==> config.mk <==
export PLATFORM = sky130hd
export DESIGN_NAME = sar_adc_power_fail_control
export DESIGN_NICKNAME = d
export VERILOG_FILES = /design/src/adc_ctrl_pkg.sv /design/src/comparator_sync.sv /design/src/sar_adc_power_fail_control.sv
export SDC_FILE = /design/constraint.sdc
export NUM_CORES = 1
export LEC_CHECK = 0
export BUFFER_PORTS_ARGS = -buffer_cell sky130_fd_sc_hd__buf_2
export CORE_MARGIN = 4
export CORE_UTILIZATION = 52
export CTS_BUF_LIST = sky130_fd_sc_hd__clkbuf_4 sky130_fd_sc_hd__clkbuf_8
export DETAILED_ROUTE_END_ITERATION = 6
export GPL_ROUTABILITY_DRIVEN = 0
export PLACE_DENSITY_LB_ADDON = 0.08
export SYNTH_ARGS = -nofsm -noshare
export SYNTH_HDL_FRONTEND = slang
export SYNTH_HIERARCHICAL = 1
export SYNTH_SLANG_ARGS = --single-unit
==> constraint.sdc <==
create_clock -name sys_clk -period 5.96 [get_ports sys_clk]
set_input_delay 0 -clock sys_clk [delete_from_list [all_inputs] [get_ports sys_clk]]
set_output_delay 0 -clock sys_clk [all_outputs]
set_load 0.05 [all_outputs]
==> src/adc_ctrl_pkg.sv <==
// constants shared by the converter control block
// Function
// - repeat 8-bit conversions while enabled
// - normal mode raises irq every conversion
// - compare mode irq only when condition holds
// - resolve bits MSB first using comparator
// - copy final trial value into result
// - reset clears conversion result
// - result keeps its value after mode/channel write
// - mode bit 7 enables continuous conversion
// - time code selects 96..288 clock periods
// - reset clears mode register, stopping conversion
// - channel code selects input 0 to 4
// - compare enable bit 7, polarity bit 6
// - reset clears compare mode register
// - pol 0 fires >=, pol 1 fires below
// - compare mode skips first conversion's irq
// - mode/channel write aborts and restarts conversion
// - mode/channel write beats conversion end, no update/irq
package adc_ctrl_pkg;

    // ********************************************
    // register addresses
    // ********************************************
    localparam logic [15:0] ADDR_MODE      = 16'hFF80;
    localparam logic [15:0] ADDR_CHANNEL   = 16'hFF81;
    localparam logic [15:0] ADDR_CMP_MODE  = 16'hFF82;
    localparam logic [15:0] ADDR_THRESHOLD = 16'hFF83;
    localparam logic [15:0] ADDR_RESULT    = 16'hFF84;

    // ********************************************
    // field positions and reset values
    // ********************************************
    localparam int          MODE_ENABLE_BIT  = 7;
    localparam int          MODE_TIME_HI     = 5;
    localparam int          MODE_TIME_LO     = 3;
    localparam int          CMP_ENABLE_BIT   = 7;
    localparam int          CMP_POLARITY_BIT = 6;
    localparam logic [7:0]  MODE_MASK        = 8'hB8;
    localparam logic [7:0]  CHANNEL_MASK     = 8'h07;
    localparam logic [7:0]  CMP_MASK         = 8'hC0;
    localparam logic [7:0]  REG_RESET        = 8'h00;

    // ********************************************
    // conversion sequencing
    // ********************************************
    localparam int          RESULT_BITS      = 8;
    localparam logic [3:0]  SAMPLE_STEPS     = 4'h4;
    localparam logic [3:0]  STEP_SAMPLE_LAST = 4'h3;
    localparam logic [3:0]  STEP_LAST        = 4'hB;
    localparam int          STEPS_PER_CONV   = 12;
    localparam logic [7:0]  SAR_MSB          = 8'h80;

    // conversion time codes, periods = STEPS_PER_CONV * slot length
    localparam logic [2:0]  TIME_144 = 3'h0;
    localparam logic [2:0]  TIME_120 = 3'h1;
    localparam logic [2:0]  TIME_96  = 3'h2;
    localparam logic [2:0]  TIME_288 = 3'h4;
    localparam logic [2:0]  TIME_240 = 3'h5;
    localparam logic [2:0]  TIME_192 = 3'h6;
    localparam logic [4:0]  SLOT_144 = 5'h0C;
    localparam logic [4:0]  SLOT_120 = 5'h0A;
    localparam logic [4:0]  SLOT_96  = 5'h08;
    localparam logic [4:0]  SLOT_288 = 5'h18;
    localparam logic [4:0]  SLOT_240 = 5'h14;
    localparam logic [4:0]  SLOT_192 = 5'h10;

endpackage : adc_ctrl_pkg

==> src/comparator_sync.sv <==
// three-stage synchroniser with agreement filter for the comparator verdict
`timescale 1ns/1ps
module comparator_sync
(
    input  wire logic sys_clk,
    input  wire logic srst,
    input  wire logic async_in,
    output logic      sync_out
);

    logic s1_reg;
    logic s2_reg;
    logic s3_reg;

    // ********************************************
    // capture chain
    // ********************************************
    // first stage feeds only the second one
    always_ff @(posedge sys_clk)
    begin
        if (srst)
        begin
            s1_reg <= 1'b0;
            s2_reg <= 1'b0;
            s3_reg <= 1'b0;
        end
        else
        begin
            s1_reg <= async_in;
            s2_reg <= s1_reg;
            s3_reg <= s2_reg;
        end
    end

    // a change counts only once stages two and three agree
    always_ff @(posedge sys_clk)
    begin
        if (srst)
            sync_out <= 1'b0;
        else if (s2_reg == s3_reg)
            sync_out <= s3_reg;
    end

endmodule : comparator_sync

==> src/sar_adc_power_fail_control.sv <==
// successive-approximation converter sequencer with low-voltage compare
`timescale 1ns/1ps
module sar_adc_power_fail_control
    import adc_ctrl_pkg::*;
(
    input  wire logic        sys_clk,
    input  wire logic        srst,
    input  wire logic [15:0] cpu_addr,
    input  wire logic [7:0]  cpu_wdata,
    input  wire logic        cpu_wr,
    input  wire logic        cpu_rd,
    output logic      [7:0]  cpu_rdata,
    input  wire logic        comparator_in,
    output logic      [7:0]  tap_code,
    output logic      [2:0]  channel_sel,
    output logic             sample_hold,
    output logic             conversion_end_irq
);

    logic [7:0] converter_mode_control;
    logic [7:0] input_channel_select;
    logic [7:0] low_voltage_compare_mode;
    logic [7:0] low_voltage_threshold;
    logic [7:0] conversion_result;
    logic [7:0] approximation_register;
    logic [4:0] slot_reg;
    logic [3:0] step_reg;
    logic       first_done_reg;
    logic       comp_q;
    logic       conversion_enable;
    logic       compare_enable;
    logic       compare_polarity;
    logic       write_hit;
    logic       slot_end;
    logic       conv_done;
    logic       cond_met;
    logic [4:0] slot_len;
    logic [2:0] trial_bit;
    logic [7:0] sar_final;

    // ********************************************
    // helpers
    // ********************************************
    // slot length for a time code; prohibited codes fall back to the 144 setting
    function automatic logic [4:0] slot_of(input logic [2:0] code);
        logic [4:0] len;
        len = SLOT_144;
        unique case (code)
            TIME_120: len = SLOT_120;
            TIME_96:  len = SLOT_96;
            TIME_288: len = SLOT_288;
            TIME_240: len = SLOT_240;
            TIME_192: len = SLOT_192;
            default:  len = SLOT_144;
        endcase
        return len;
    endfunction : slot_of

    // decide one bit and arm the next lower trial bit
    function automatic logic [7:0] trial_update(input logic [7:0] sar,
                                                input logic [2:0] b,
                                                input logic       verdict);
        logic [7:0] v;
        v    = sar;
        v[b] = verdict;
        if (b != 3'h0)
            v[b - 3'h1] = 1'b1;
        return v;
    endfunction : trial_update

    comparator_sync u_comp_sync
    (
        .sys_clk  (sys_clk),
        .srst     (srst),
        .async_in (comparator_in),
        .sync_out (comp_q)
    );

    // ********************************************
    // decode
    // ********************************************
    assign conversion_enable = converter_mode_control[MODE_ENABLE_BIT];
    assign compare_enable    = low_voltage_compare_mode[CMP_ENABLE_BIT];
    assign compare_polarity  = low_voltage_compare_mode[CMP_POLARITY_BIT];
    assign slot_len  = slot_of(converter_mode_control[MODE_TIME_HI:MODE_TIME_LO]);
    assign write_hit = cpu_wr && (cpu_addr == ADDR_MODE || cpu_addr == ADDR_CHANNEL);
    assign slot_end  = (slot_reg == slot_len - 5'h1);
    assign trial_bit = 3'(STEP_LAST - step_reg);
    assign sar_final = trial_update(approximation_register, 3'h0, comp_q);
    // a coinciding mode or channel write wins over the conversion end
    assign conv_done = conversion_enable && !write_hit && slot_end
                       && step_reg == STEP_LAST;
    // unsigned compare of the fresh result against the threshold
    assign cond_met  = compare_polarity ? (sar_final <  low_voltage_threshold)
                                        : (sar_final >= low_voltage_threshold);
    assign tap_code    = approximation_register;
    assign channel_sel = input_channel_select[2:0];
    assign sample_hold = conversion_enable && step_reg < SAMPLE_STEPS;

    // ********************************************
    // register file
    // ********************************************
    // only defined bits are stored, reserved bits read as zero
    always_ff @(posedge sys_clk)
    begin
        if (srst)
        begin
            converter_mode_control   <= REG_RESET;
            input_channel_select     <= REG_RESET;
            low_voltage_compare_mode <= REG_RESET;
            low_voltage_threshold    <= REG_RESET;
        end
        else if (cpu_wr)
        begin
            unique case (cpu_addr)
                ADDR_MODE:      converter_mode_control   <= cpu_wdata & MODE_MASK;
                ADDR_CHANNEL:   input_channel_select     <= cpu_wdata & CHANNEL_MASK;
                ADDR_CMP_MODE:  low_voltage_compare_mode <= cpu_wdata & CMP_MASK;
                ADDR_THRESHOLD: low_voltage_threshold    <= cpu_wdata;
                default:        ;
            endcase
        end
    end

    // registered read port; a read sees the result held before any same-cycle load
    always_ff @(posedge sys_clk)
    begin
        if (srst)
            cpu_rdata <= REG_RESET;
        else if (cpu_rd)
        begin
            unique case (cpu_addr)
                ADDR_MODE:      cpu_rdata <= converter_mode_control;
                ADDR_CHANNEL:   cpu_rdata <= input_channel_select;
                ADDR_CMP_MODE:  cpu_rdata <= low_voltage_compare_mode;
                ADDR_THRESHOLD: cpu_rdata <= low_voltage_threshold;
                ADDR_RESULT:    cpu_rdata <= conversion_result;
                default:        cpu_rdata <= REG_RESET;
            endcase
        end
    end

    // ********************************************
    // sequencing
    // ********************************************
    // twelve equal slots: four sampling, eight bit trials
    always_ff @(posedge sys_clk)
    begin
        if (srst || write_hit || !conversion_enable)
        begin
            slot_reg <= 5'h00;
            step_reg <= 4'h0;
        end
        else if (slot_end)
        begin
            slot_reg <= 5'h00;
            step_reg <= (step_reg == STEP_LAST) ? 4'h0 : step_reg + 4'h1;
        end
        else
            slot_reg <= slot_reg + 5'h01;
    end

    // trial value steps from the MSB downward, one bit per slot
    always_ff @(posedge sys_clk)
    begin
        if (srst || write_hit || !conversion_enable)
            approximation_register <= REG_RESET;
        else if (slot_end)
        begin
            if (step_reg == STEP_SAMPLE_LAST)
                approximation_register <= SAR_MSB;
            else if (step_reg == STEP_LAST)
                approximation_register <= REG_RESET;
            else if (step_reg > STEP_SAMPLE_LAST)
                approximation_register <= trial_update(approximation_register,
                                                       trial_bit, comp_q);
        end
    end

    // result load; left untouched by aborted conversions
    always_ff @(posedge sys_clk)
    begin
        if (srst)
            conversion_result <= REG_RESET;
        else if (conv_done)
            conversion_result <= sar_final;
    end

    // first completion after enabling carries no compare interrupt
    always_ff @(posedge sys_clk)
    begin
        if (srst || !conversion_enable)
            first_done_reg <= 1'b0;
        else if (conv_done)
            first_done_reg <= 1'b1;
    end

    // one-cycle interrupt pulse after each qualifying completion
    always_ff @(posedge sys_clk)
    begin
        if (srst)
            conversion_end_irq <= 1'b0;
        else
            conversion_end_irq <= conv_done
                && (!compare_enable || (first_done_reg && cond_met));
    end

    // ********************************************
    // checks
    // ********************************************
    logic [8:0] conv_cnt_reg;

    // cycles since the conversion began, for the timing check
    always_ff @(posedge sys_clk)
    begin
        if (srst || write_hit || !conversion_enable || conv_done)
            conv_cnt_reg <= 9'h000;
        else
            conv_cnt_reg <= conv_cnt_reg + 9'h001;
    end
endmodule : sar_adc_power_fail_control

* Word level (Yosys, flattened, before mapping)
Cells that the tools add are included.
Storage, ports and cells: latch bits 0, input port bits 29, memories kept 0, memory bits (writable) 0, output and inout bits 21, memory bits (read-only) 0, register bits 56, word-level logic and storage cells 81
Operators by class: add/sub/neg operators 5, equality and inequality tests 14, multipliers 0, shifts and indexed selects 0, reductions and logical operators 25, multiplexer cells 13, magnitude comparators 8, bitwise gates (word level) 1, div/mod/pow operators 0
Operators with widths (number):
- equality test 16 bit, second input constant | 5
- case mux 8 bit (5 select lines) | 1
- 2-to-1 mux 8 bit | 4
- case mux 5 bit (5 select lines) | 1
- AND reduction 2 bit | 5
- equality test 3 bit, second input constant | 3
- logical AND 1 bit | 9
- bitwise mux 8 bit | 1
- >= comparator 8 bit | 1
- < comparator 3 x 4 -> 1 bit, second input constant | 2
- < comparator 8 bit | 1
- OR 8 bit | 1
- demux 1 bit (select 3 bit) | 2
- >= comparator 3 x 1 -> 1 bit, second input constant | 2
- nonzero test 3 bit | 2
- adder 5 x 1 -> 5 bit, second input constant | 1
- equality test 5 bit | 1
- logical OR 1 bit | 5
- subtractor 5 x 1 -> 5 bit, second input constant | 1
- adder 4 x 1 -> 4 bit, second input constant | 1
- equality test 4 x 2 -> 1 bit, second input constant | 1
- equality test 4 bit, second input constant | 1
- > comparator 4 x 2 -> 1 bit, second input constant | 1
- < comparator 4 x 3 -> 1 bit, second input constant | 1
- 9 further kinds | 13

* Depth between registers and ports, before layout
Gate-level depths: netlist of the first run.
depth in word-level cells 11, mapped depth 10, mapped depth without buffers 9

* Hierarchy
The synthesis of the first run kept the hierarchy.
Modules (own cells, without submodules):
- sar_adc_power_fail_control | seq. area each 1041.0 um2, instances 1, area each 2812.7 um2, cells an instance 334
- comparator_sync | seq. area each 80.1 um2, instances 1, area each 112.6 um2, cells an instance 10

* Least setup slack after synthesis of the first run
Ideal clock, no wire load.
path kind reg2reg, from reg converter_mode_control[4], to reg approximation_register[3], in the netlist tap_code[3], library setup time 66 ps, data required time 5894 ps, arrival 2224 ps, buffers on the path 0, period minus slack after synthesis 2291 ps, cell stages (with the launch flop) 10, setup slack 3669 ps, cell sequence dfxtp_1 -> nor2_1 -> nand2_1 -> ha_1 -> xnor2_2 -> mux2i_1 -> nor2_1 -> o211ai_4 -> or4_4 -> a21oi_2
On the way: cells in the longest elaborated chain, start to end 5, elaborated cells on any way between the ends 9, classes of those cells add/sub: 1; eq/ne: 6; mux: 1; reduce/logical: 1
RTL lines:
- start, declared | line sar_adc_power_fail_control.sv:20 | logic [7:0] converter_mode_control;
- start signal, assigned | line sar_adc_power_fail_control.sv:116 | ADDR_MODE: converter_mode_control <= cpu_wdata & MODE_MASK;
- equality test 3 bit, or another cell as far along | line sar_adc_power_fail_control.sv:48 | unique case (code)
- case mux 5 bit (5 select lines) (*) | line sar_adc_power_fail_control.sv:48
- subtractor 5 x 1 -> 5 bit (*) | line sar_adc_power_fail_control.sv:87 | assign slot_end = (slot_reg == slot_len - 5'h1);
- equality test 5 bit (*) | line sar_adc_power_fail_control.sv:87
- AND reduction 2 bit (no line) (*)
- end signal, assigned | line sar_adc_power_fail_control.sv:175 | approximation_register <= trial_update(approximation_register,
- end, declared | line sar_adc_power_fail_control.sv:25 | logic [7:0] approximation_register;
Mark *: on every way between the ends. The rest lies on a longest branch, timed or not. A chain may end at the register's enable or synchronous reset.

* Worst setup path after layout of the first run
from reg converter_mode_control[4], to reg conversion_result[2]
On the way: cells in the longest elaborated chain, start to end 6, elaborated cells on any way between the ends 10, classes of those cells add/sub: 1; eq/ne: 6; mux: 1; reduce/logical: 2
RTL lines:
- equality test 3 bit, or another cell as far along | line sar_adc_power_fail_control.sv:48
- case mux 5 bit (5 select lines) (*) | line sar_adc_power_fail_control.sv:48
- subtractor 5 x 1 -> 5 bit (*) | line sar_adc_power_fail_control.sv:87
- equality test 5 bit (*) | line sar_adc_power_fail_control.sv:87
- logical AND 1 bit (*) | line sar_adc_power_fail_control.sv:91 | assign conv_done = conversion_enable && !write_hit && slot_end
- logical AND 1 bit (*) | line sar_adc_power_fail_control.sv:92 | && step_reg == STEP_LAST;
- end signal, assigned | line sar_adc_power_fail_control.sv:186 | conversion_result <= sar_final;
- end, declared | line sar_adc_power_fail_control.sv:24 | logic [7:0] conversion_result;
Marks and branches as above.

==> results of run 1 <==
[repair_timing]
item | in CTS | in global routing
hold buffers | 9 | 0
gates resized for setup | 0 | 0
hold endpoints to repair | 18 | 0
[final cells by class]
cell class | instances | share of cell area (%)
sequential | 56 | 33.0
tap | 72 | 2.65
multi-input combinational | 260 | 49.8
clock inverter | 3 | 1.36
timing repair buffer | 58 | 9.86
clock buffer | 5 | 2.02
inverter | 12 | 1.32
[stage by stage]
stage / utilization [%] / setup slack, ns / total power (uW)
detailed placement: 58.4 / 3.12 / 407
global route: 62.1 / 2.83 / 686
finish: 62.1 / 3.12 / 663
global placement: 58.4 / 3.22 / 406
floorplan: - / 3.67 / 394
CTS: 62.1 / 3.12 / 667
[path summary, 6_finish.rpt]
path / start / endpoint / cells past startpoint
min: cpu_rd / cpu_rdata[0]$_SDFFE_PP0P_ / 4
max: converter_mode_control[4]$_SDFFE_PP0P_ / conversion_result[2]$_SDFFE_PP0P_ / 9
min reg2reg: u_comp_sync/s1_reg$_SDFF_PP0_ / u_comp_sync/s2_reg$_SDFF_PP0_ / 1
max reg2reg: converter_mode_control[4]$_SDFFE_PP0P_ / conversion_result[2]$_SDFFE_PP0P_ / 9
[cell usage after synthesis (3+ instances only)]
master                     instances
sky130_fd_sc_hd__mux2i_1          31
sky130_fd_sc_hd__and3_1            4
sky130_fd_sc_hd__xnor2_1           4
sky130_fd_sc_hd__or3_1             3
sky130_fd_sc_hd__nand2b_1          4
sky130_fd_sc_hd__nand4_1           3
sky130_fd_sc_hd__nand4b_1          3
sky130_fd_sc_hd__xor2_1            3
sky130_fd_sc_hd__inv_1            12
sky130_fd_sc_hd__nand2_1          31
sky130_fd_sc_hd__nor2_1           52
sky130_fd_sc_hd__clkbuf_1         13
sky130_fd_sc_hd__dfxtp_1          56
sky130_fd_sc_hd__nor2b_1           8
sky130_fd_sc_hd__a21oi_1          20
sky130_fd_sc_hd__nor3_1            5
sky130_fd_sc_hd__a211oi_1          4
sky130_fd_sc_hd__a22oi_1           4
sky130_fd_sc_hd__nand3_1          11
sky130_fd_sc_hd__a31oi_1           3
sky130_fd_sc_hd__ha_1             12
sky130_fd_sc_hd__o21ai_0          20
[worst max-delay path: cells and delay by family (launching register included)]
family          cells  cell delay, ns
flops               1            0.37
compound gates      2            1.06
xor+xnor            2            0.41
fa+ha+maj           1            0.25
simple gates        3            0.35
mux                 1            0.27
[placed cells by master (no fill, tap or decap), types with 3 or more instances in the layout]
| cell | n |
|---|---|
| sky130_fd_sc_hd__ha_1 | 12 |
| sky130_fd_sc_hd__nand4_1 | 3 |
| sky130_fd_sc_hd__a22oi_1 | 4 |
| sky130_fd_sc_hd__and3_1 | 4 |
| sky130_fd_sc_hd__inv_1 | 12 |
| sky130_fd_sc_hd__a211oi_1 | 4 |
| sky130_fd_sc_hd__a31oi_1 | 3 |
| sky130_fd_sc_hd__dfxtp_1 | 56 |
| sky130_fd_sc_hd__o21ai_0 | 20 |
| sky130_fd_sc_hd__nor2_1 | 52 |
| sky130_fd_sc_hd__nand2_1 | 31 |
| sky130_fd_sc_hd__xnor2_1 | 4 |
| sky130_fd_sc_hd__buf_2 | 49 |
| sky130_fd_sc_hd__clkbuf_8 | 5 |
| sky130_fd_sc_hd__nor2b_1 | 8 |
| sky130_fd_sc_hd__nand2b_1 | 4 |
| sky130_fd_sc_hd__a21oi_1 | 20 |
| sky130_fd_sc_hd__or3_1 | 3 |
| sky130_fd_sc_hd__nand3_1 | 11 |
| sky130_fd_sc_hd__mux2i_1 | 31 |
| sky130_fd_sc_hd__nor3_1 | 5 |
| sky130_fd_sc_hd__dlygate4sd3_1 | 9 |
| sky130_fd_sc_hd__xor2_1 | 3 |
| sky130_fd_sc_hd__nand4b_1 | 3 |
[report_power, final]
part	switching, uW	internal [uW]
Combinational	14.1	13.5
Clock	133	127
Sequential	0.341	375
[per-layer routing]
layer  track usage, %  wire length (um)
met3             5.16               417
met1             28.5              3270
met2             32.7              3150
met4             5.94               121
met5                0                 0
[kinds of logic (layout without fill, tap and decap cells)]
group	count (synthesis)	count (layout)
AO/OA/AOI/OAI	67	67
XOR/XNOR	8	8
buffers and inverters	28	78
AND/OR/NAND/NOR	140	140
multiplexers	33	33
flip-flops	56	56
adder cells (fa/ha/maj)	12	12
==> results.sh, run 1 <==
export IMPL_synth_enable_flop_cells=0
export IMPL_routed_via_density=5.61
export IMPL_required_ns=6.15
export IMPL_die_height_um=83.0
export IMPL_grt_first_pass_wirelength_um=12000
export IMPL_wirelength_um=6960
export IMPL_p_leak_uw=0.00140
export IMPL_synth_seq_cells=56
export IMPL_slew_viol_final=0
export IMPL_grt_max_degree=34
export IMPL_area_delta_synth_final_pct=16.3
export IMPL_routed_via_count=2612
export IMPL_io_buffers=49
export IMPL_post_synth_mux_area_share_pct=11.4
export IMPL_timing_final_setup_violations=0
export IMPL_synthesis_instances=344
export IMPL_area_sequential_um2=1120
export IMPL_hold_violation_total_from_the_final_report=0
export IMPL_route_detailed_drc=0
export IMPL_floorplan_initialDensity_pct=53.5
export IMPL_final_nets=434
export IMPL_synth_xor_area_share_pct=2.65
export IMPL_rsz0062_at_grt="no"
export IMPL_wl_per_cell_um=14.9
export IMPL_total_power_density_per_cell_area_nw_per_um2=195
export IMPL_synthesis_yosys_warnings=6
export IMPL_synth_nets=385
export IMPL_worst_path_max_fanout=9
export IMPL_via_count_of_the_first_global_routing_pass=2468
export IMPL_number_of_antenna_violations_at_the_first_check_in_global_routing=0
export IMPL_synth_top_cells_by_area="sky130_fd_sc_hd__dfxtp_1 38%, sky130_fd_sc_hd__mux2i_1 11%, sky130_fd_sc_hd__nor2_1 6.7%"
export IMPL_cts_buffers_inserted=5
export IMPL_post_cts_repair_setup_buffers=0
export IMPL_critPathCaptureType="flop"
export IMPL_netlist_area_um2=2930
export IMPL_start_kind="flop"
export IMPL_synth_sequential_area_ratio_pct=38.3
export IMPL_clkTransAtPathRegs_ns=0.11
export IMPL_ctsLongestPathBuffers=2
export IMPL_criticalPathCategory="reg2reg"
export IMPL_placement_cell_area_um2=3200
export IMPL_fmaxAchievable_mhz=353
export IMPL_synth_adder_area_share_pct=5.13
export IMPL_yosys_area_share_simple_pct=23.9
export IMPL_num_fill_cells=527
export IMPL_drt_iter0_markers=177
export IMPL_floorplan_die_area_um2=6890
export IMPL_async_flop_share_pct=0
export IMPL_fin_tns_setup_ns=0
export IMPL_post_synth_cell_area_avg_um2=8.50
export IMPL_finalNonFillerCells=466
export IMPL_cp_slowest_cell="sky130_fd_sc_hd__o211ai_1"
export IMPL_i_o_pin_count=50
export IMPL_timing_hold_ws_ns=0.0802
export IMPL_fin_skew_ns=0.0101
export IMPL_cts_sink_count=56
export IMPL_combinational_family_with_the_most_area_after_synthesis="simple AND/OR/NAND/NOR gates"
export IMPL_synth_compound_gate_area_share_pct=14.9
export IMPL_min_delay_path_class="in2reg"
export IMPL_multiInputGateArea_um2=1690
export IMPL_final_antenna_net_count=0
export IMPL_design_core_area_um2=5470
export IMPL_finalCritPeriodShare_pct=47.6
export IMPL_arrival_time_of_data_at_the_critical_path_endpoint_ns=3.03
export IMPL_detailed_place_hpwl_um=5180
export IMPL_critical_path_max_stage_delay_ns=0.90
export IMPL_final_layout_size_suffix_gt1_share_pct=18.0
export IMPL_irDropWorstVdd_v=0.000133
export IMPL_netlist_cell_type_count=51
export IMPL_chipWidth_um=83.0
export IMPL_r2r_setup_slack_ns=3.12
export IMPL_clk_insertion_delay_late_ns=0.32
export IMPL_groute_usage_overall_pct=20.9
export IMPL_worstPathCellList="nor2_1 -> nand2_1 -> ha_1 -> xnor2_2 -> xnor2_1 -> o32ai_2 -> o211ai_1 -> mux2i_1 -> nor2_1"
export IMPL_timing_worst_slew_pin_value_ns=1.10
export IMPL_synth_area_leader_cell="sky130_fd_sc_hd__dfxtp_1"
export IMPL_synth_flop_cell="sky130_fd_sc_hd__dfxtp_1"
export IMPL_diodes=0
export IMPL_placement_rows=27
export IMPL_cts_tree="built"
export IMPL_final_design_area_no_fill_um2=3400
export IMPL_ctsRootBufferMaster="sky130_fd_sc_hd__clkbuf_8"
export IMPL_synth_largest_type_area_fraction_pct=38.3
export IMPL_drv_max_cap_violation_count=0
export IMPL_grt_overflow_total=0
export IMPL_status="completed"
export IMPL_final_min_clock_period_ns=2.84
export IMPL_detailedRoute_firstPassIterationCount=4
export IMPL_clock_tree_htree_level_count=2
export IMPL_relSlewSlack_pct=26.5
export IMPL_placed_cells_incl_taps=449
export IMPL_path_common_cell="sky130_fd_sc_hd__nor2_1"
No activity file was read; power rests on OpenSTA's default activity.
==> inputs of run 2 (changes only) <==
==> constraint.sdc (replaced) <==
create_clock -name sys_clk -period 2.7 [get_ports sys_clk]
set_input_delay 0 -clock sys_clk [delete_from_list [all_inputs] [get_ports sys_clk]]
set_output_delay 0 -clock sys_clk [all_outputs]
set_load 0.05 [all_outputs]
==> run 2 against run 1 <==
Against the previous run: sequential share of layout area shrank 0.32 points; first-iteration DRC count grew 5.6%; cell count increased by 1.5%; critical path type unchanged; highest routed layer unchanged; wire length is 2.9% higher; fmax up 14%; critical path depth grew 1; clock skew is 0.0046 ns lower; clock power is 91% higher.
==> results.sh, run 2 (synthesized netlist as in run 1, its figures left out) <==
export IMPL_relSlewSlack_pct=42.2
export IMPL_worstPathCellList="nor2_1 -> nand2_1 -> ha_1 -> xnor2_2 -> mux2i_1 -> nor2_1 -> o211ai_4 -> buf_4 -> or3_1 -> a21oi_1"
export IMPL_fin_skew_ns=0.00546
export IMPL_clockPowerShare_pct=35.8
export IMPL_detailed_place_hpwl_um=5280
export IMPL_routed_via_density=5.58
export IMPL_critical_path_max_stage_delay_ns=0.37
export IMPL_fmaxAchievable_mhz=400
export IMPL_hold_violation_total_from_the_final_report=0
export IMPL_worst_path_max_fanout=15
export IMPL_r2r_end="tap_code[6]$_SDFFE_PP0P_"
export IMPL_fin_tns_setup_ns=0
export IMPL_diodes=0
export IMPL_routed_via_count=2638
export IMPL_grt_first_pass_wirelength_um=12400
export IMPL_criticalPathCategory="reg2reg"
export IMPL_floorplan_initialDensity_pct=53.5
export IMPL_route_detailed_drc=0
export IMPL_ctsLongestPathBuffers=2
export IMPL_grt_most_used_layer="met2"
export IMPL_worstReg2RegStart="converter_mode_control[4]$_SDFFE_PP0P_"
export IMPL_cts_tree="built"
export IMPL_via_count_of_the_first_global_routing_pass=2531
export IMPL_final_layout_size_suffix_gt1_share_pct=19.5
export IMPL_clk_insertion_delay_late_ns=0.32
export IMPL_arrival_time_of_data_at_the_critical_path_endpoint_ns=2.75
export IMPL_timing_final_setup_violations=0
export IMPL_num_fill_cells=503
export IMPL_min_from="srst"
export IMPL_cp_slowest_cell="sky130_fd_sc_hd__dfxtp_1"
export IMPL_most_frequent_standard_cell_in_the_layout_excluding_fill_and_tap_cells="sky130_fd_sc_hd__dfxtp_1"
export IMPL_net_switching_share_of_the_total_power_pct=24.3
export IMPL_die_height_um=83.0
export IMPL_r2r_setup_slack_ns=0.20
export IMPL_final_min_clock_period_ns=2.50
export IMPL_chipWidth_um=83.0
export IMPL_required_ns=2.96
export IMPL_area_delta_synth_final_pct=17.4
export IMPL_critPathCaptureType="flop"
export IMPL_sequentialPowerShare_pct=59.7
export IMPL_path_common_cell="sky130_fd_sc_hd__nor2_1"
export IMPL_wl_per_cell_um=15.1
export IMPL_timing_hold_ws_ns=0.0337
export IMPL_placement_rows=27
export IMPL_groute_usage_overall_pct=21.5
export IMPL_cts_buffers_inserted=5
export IMPL_internal_power_uw=1050
export IMPL_irDropWorstVdd_v=0.000388
export IMPL_design_core_area_um2=5470
export IMPL_clock_tree_htree_level_count=2
export IMPL_use_met2_pct=34.7
export IMPL_final_design_area_no_fill_um2=3430
export IMPL_final_antenna_net_count=0
export IMPL_floorplan_die_area_um2=6890
export IMPL_cts_sink_count=56
export IMPL_detailedRoute_firstPassIterationCount=4
export IMPL_i_o_pin_count=50
export IMPL_hold_path_cell_count=3
export IMPL_multiInputGateArea_um2=1690
export IMPL_grt_overflow_total=0
export IMPL_io_buffers=49
export IMPL_timing_hold_worst_endpoint="first_done_reg$_SDFFE_PP0P_"
export IMPL_grt_util_met3_pct=4.66
export IMPL_wirelength_um=7160
export IMPL_clkTransAtPathRegs_ns=0.11
export IMPL_drt_iter0_markers=187
export IMPL_ctsRootBufferMaster="sky130_fd_sc_hd__clkbuf_8"
export IMPL_drv_max_cap_violation_count=0
export IMPL_grt_max_degree=33
export IMPL_combinationalPowerShare_pct=4.5
export IMPL_post_cts_resized=0
export IMPL_most_used_cells_in_the_layout_excluding_fill_and_tap_cells="56 x sky130_fd_sc_hd__dfxtp_1, 52 x sky130_fd_sc_hd__nor2_1, 49 x sky130_fd_sc_hd__buf_2"
export IMPL_number_of_antenna_violations_at_the_first_check_in_global_routing=0
export IMPL_status="completed"
export IMPL_rsz0062_at_grt="no"
export IMPL_timing_worst_slew_pin_value_ns=0.864
export IMPL_placement_cell_area_um2=3250
export IMPL_total_power_density_per_cell_area_nw_per_um2=404
export IMPL_final_nets=441
export IMPL_min_delay_path_class="in2reg"
export IMPL_slew_viol_final=0
export IMPL_switchingPower_uw=338
export IMPL_gr_usage_met1_pct=29.2
export IMPL_p_leak_uw=0.00143
export IMPL_finalCritPeriodShare_pct=92.5
export IMPL_reg2reg_depth=10
export IMPL_start_kind="flop"
export IMPL_area_sequential_um2=1120
==> run 2: final cells by class <==
class,count,area share (%)
clock inverter,3,0.801
timing repair buffer,65,11.3
sequential,56,32.6
clock buffer,5,2.00
multi-input combinational,260,49.3
tap,72,2.62
inverter,12,1.31
==> run 2: worst max path at each step <==
stage / from / end / slack, ns / cells after the start
floorplan: converter_mode_control[4]$_SDFFE_PP0P_ / tap_code[3]$_SDFFE_PP0P_ / 0.41 / 9
global placement: converter_mode_control[4]$_SDFFE_PP0P_ / tap_code[6]$_SDFFE_PP0P_ / 0.36 / 10
detailed placement: converter_mode_control[4]$_SDFFE_PP0P_ / tap_code[6]$_SDFFE_PP0P_ / 0.25 / 10
CTS: converter_mode_control[4]$_SDFFE_PP0P_ / tap_code[6]$_SDFFE_PP0P_ / 0.21 / 10
global route: converter_mode_control[4]$_SDFFE_PP0P_ / tap_code[6]$_SDFFE_PP0P_ / 0.005 / 10
finish: converter_mode_control[4]$_SDFFE_PP0P_ / tap_code[6]$_SDFFE_PP0P_ / 0.20 / 10
==> run 2: layer usage <==
layer,share of wire (%),up-vias
li1,-,1329
met1,48,1238
met2,47,60
met3,4.0,11
met4,1.4,0
met5,0,-
==> run 2: power groups by stage <==
stage                     clock, uW  combinational, uW  sequential (uW)
after floorplan                   0               22.1              847
after global placement            0               51.5              847
after detailed placement          0               51.9              847
after CTS                       508               62.4              828
after global routing            553               68.8              829
final                           497               62.7              828
==> run 2: per-stage QoR <==
stage | setup WS (ns) | power (uW) | util [%] | instances
2_1_floorplan | 0.409 | 869 | - | 344
3_3_place_gp | 0.355 | 899 | 59.4 | 456
3_5_place_dp | 0.251 | 899 | 59.4 | 456
4_1_cts | 0.213 | 1400 | 62.8 | 473
5_1_grt | 0.00525 | 1450 | 62.8 | 473
6_report | 0.201 | 1390 | 62.8 | 473
==> run 2: critical path, delay by kind of cell, from the launching register on <==
family / cells / cell delay, ns
AO/OA/AOI/OAI: 2 / 0.24
XOR/XNOR: 1 / 0.23
adder cells (fa/ha/maj): 1 / 0.25
buffers and inverters: 1 / 0.20
flip-flops: 1 / 0.37
multiplexers: 1 / 0.12
AND/OR/NAND/NOR: 4 / 1.02
==> run 2: what timing repair did <==
| item | in CTS | in global routing |
|---|---|---|
| endpoints found under the hold margin | 18 | 0 |
| setup buffers | 0 | 0 |
| hold buffers | 9 | 0 |
| endpoints found under the setup margin | 0 | 0 |
==> inputs of run 3 (changes only) <==
--- a/config.mk
+++ b/config.mk
@@ -12,6 +12,7 @@
 export DETAILED_ROUTE_END_ITERATION = 6
 export GPL_ROUTABILITY_DRIVEN = 0
 export PLACE_DENSITY_LB_ADDON = 0.08
+export SETUP_SLACK_MARGIN = 0.5
 export SYNTH_ARGS = -nofsm -noshare
 export SYNTH_HDL_FRONTEND = slang
 export SYNTH_HIERARCHICAL = 1
==> run 3 against run 2 <==
Against the previous run: sequential power barely moved; largest power group unchanged; first-iteration DRC count fell by 8.6%; critical path depth fell by 2; cell count rose by 1.7%; critical endpoint is now tap_code[3]$_SDFFE_PP0P_; non-clock buffer count rose by 8.
==> results.sh, run 3 (synthesized netlist as in run 1, its figures left out) <==
export IMPL_final_antenna_net_count=0
export IMPL_detailed_place_hpwl_um=5040
export IMPL_fin_tns_setup_ns=0
export IMPL_post_layout_total_power_uw=1460
export IMPL_fin_skew_ns=0.00944
export IMPL_clkTransAtPathRegs_ns=0.11
export IMPL_p_leak_uw=0.00152
export IMPL_wirelength_um=7080
export IMPL_most_used_cells_in_the_layout_excluding_fill_and_tap_cells="52 x sky130_fd_sc_hd__dfxtp_1, 50 x sky130_fd_sc_hd__nor2_1, 49 x sky130_fd_sc_hd__buf_2"
export IMPL_clk_insertion_delay_late_ns=0.32
export IMPL_drv_max_cap_violation_count=0
export IMPL_chipWidth_um=83.0
export IMPL_cts_sink_count=56
export IMPL_diodes=0
export IMPL_ctsLongestPathBuffers=2
export IMPL_irDropWorstVdd_v=0.000299
export IMPL_clock_tree_htree_level_count=2
export IMPL_total_power_density_per_cell_area_nw_per_um2=399
export IMPL_worst_path_max_fanout=4
export IMPL_i_o_pin_count=50
export IMPL_hold_violation_total_from_the_final_report=0
export IMPL_floorplan_die_area_um2=6890
export IMPL_area_delta_synth_final_pct=24.7
export IMPL_grt_first_pass_wirelength_um=12000
export IMPL_status="completed"
export IMPL_cts_tree="built"
export IMPL_drt_iter0_markers=171
export IMPL_finalCritPeriodShare_pct=82.8
export IMPL_min_delay_path_class="in2reg"
export IMPL_criticalPathCategory="reg2reg"
export IMPL_io_buffers=49
export IMPL_util_after_layout_pct=66.6
export IMPL_routed_via_density=5.51
export IMPL_grt_max_degree=33
export IMPL_slew_viol_final=0
export IMPL_via_count_of_the_first_global_routing_pass=2472
export IMPL_fmaxAchievable_mhz=447
export IMPL_timing_final_setup_violations=0
export IMPL_critPathCaptureType="flop"
export IMPL_die_height_um=83.0
export IMPL_final_nets=449
export IMPL_final_min_clock_period_ns=2.24
export IMPL_wl_per_cell_um=14.7
export IMPL_detailedRoute_firstPassIterationCount=4
export IMPL_required_ns=2.95
export IMPL_relSlewSlack_pct=43.6
export IMPL_final_layout_size_suffix_gt1_share_pct=24.0
export IMPL_most_frequent_standard_cell_in_the_layout_excluding_fill_and_tap_cells="sky130_fd_sc_hd__dfxtp_1"
export IMPL_route_detailed_drc=0
export IMPL_arrival_time_of_data_at_the_critical_path_endpoint_ns=2.49
export IMPL_timing_worst_slew_pin_value_ns=0.842
export IMPL_rsz0062_at_grt="yes"
export IMPL_groute_usage_overall_pct=20.8
export IMPL_start_kind="flop"
export IMPL_design_core_area_um2=5470
export IMPL_placement_rows=27
export IMPL_ctsRootBufferMaster="sky130_fd_sc_hd__clkbuf_8"
export IMPL_grt_overflow_total=0
export IMPL_floorplan_initialDensity_pct=53.5
export IMPL_routed_via_count=2648
export IMPL_cts_buffers_inserted=5
export IMPL_number_of_antenna_violations_at_the_first_check_in_global_routing=0
[run 3: cell count changes in the layout (fill, tap and decap cells not counted), moves of 2 or more]
cell                      before  now
sky130_fd_sc_hd__dfxtp_1      56   52
sky130_fd_sc_hd__dfxtp_2       0    2
sky130_fd_sc_hd__xnor2_1       4    2
sky130_fd_sc_hd__nor2_1       52   50
sky130_fd_sc_hd__buf_4         7   11
sky130_fd_sc_hd__dfxtp_4       0    2
[run 3: final timing paths]
kind / start / endpoint / slack, ns / cells past startpoint
max: converter_mode_control[5]$_SDFFE_PP0P_ / tap_code[3]$_SDFFE_PP0P_ / 0.46 / 8
min reg2reg: cpu_rdata[2]$_SDFFE_PP0P_ / cpu_rdata[2]$_SDFFE_PP0P_ / 0.46 / 2
min: srst / first_done_reg$_SDFFE_PP0P_ / 0.04 / 3
max reg2reg: converter_mode_control[5]$_SDFFE_PP0P_ / tap_code[3]$_SDFFE_PP0P_ / 0.46 / 8
[run 3: repair_timing]
| item | 4_1_cts | 5_1_grt |
|---|---|---|
| pin swaps | 7 | 5 |
| buffers inserted | 3 | 5 |
| endpoints found under the hold margin | 18 | 0 |
| gates resized for setup | 13 | 6 |
| hold buffers | 9 | 0 |
| endpoints found under the setup margin | 15 | 22 |
| cloned | 0 | 1 |
[run 3: metal layers]
layer | up-vias | global-route usage [%] | part of all wire (%)
met5 | - | 0 | 0
met4 | 0 | 4.46 | 0.76
met3 | 5 | 3.97 | 5.0
met2 | 60 | 33.2 | 46
met1 | 1240 | 29.3 | 48
li1 | 1343 | - | -
[run 3: power by group]
part	internal (uW)	total, uW	switching, uW	leakage [uW]
sequential	825	826	0.875	0.000454
combinational	30.8	62.3	31.4	0.00102
clock	280	567	287	0.0000548
total	1140	1460	320	0.00152
[run 3: cell type report]
cell class / instances / area, um^2
multi-input combinational: 260 / 1780
inverter: 12 / 45.0
clock buffer: 5 / 68.8
timing repair buffer: 73 / 489
clock inverter: 3 / 46.3
fill: 502 / 1830
sequential: 56 / 1130
tap: 72 / 90.1
[run 3: critical path, stage by stage, from the launching register on]
cell	delay, ns
sky130_fd_sc_hd__dfxtp_4	0.37
sky130_fd_sc_hd__nor2_4	0.14
sky130_fd_sc_hd__nand2_2	0.10
sky130_fd_sc_hd__ha_4	0.28
sky130_fd_sc_hd__xor2_1	0.15
sky130_fd_sc_hd__and3_1	0.32
sky130_fd_sc_hd__o211ai_4	0.14
sky130_fd_sc_hd__or4_4	0.56
sky130_fd_sc_hd__a21oi_2	0.12
[run 3: metrics by stage]
step	area (um^2)	setup slack [ns]	hold WS, ns	cells
final	3650	0.464	0.0370	481
after CTS	3540	0.499	0.0282	475
after global routing	3650	0.374	0.0371	481
after global placement	3250	0.448	0.214	455
after floorplan	2930	0.502	0.0691	344
after detailed placement	3250	0.399	0.228	455
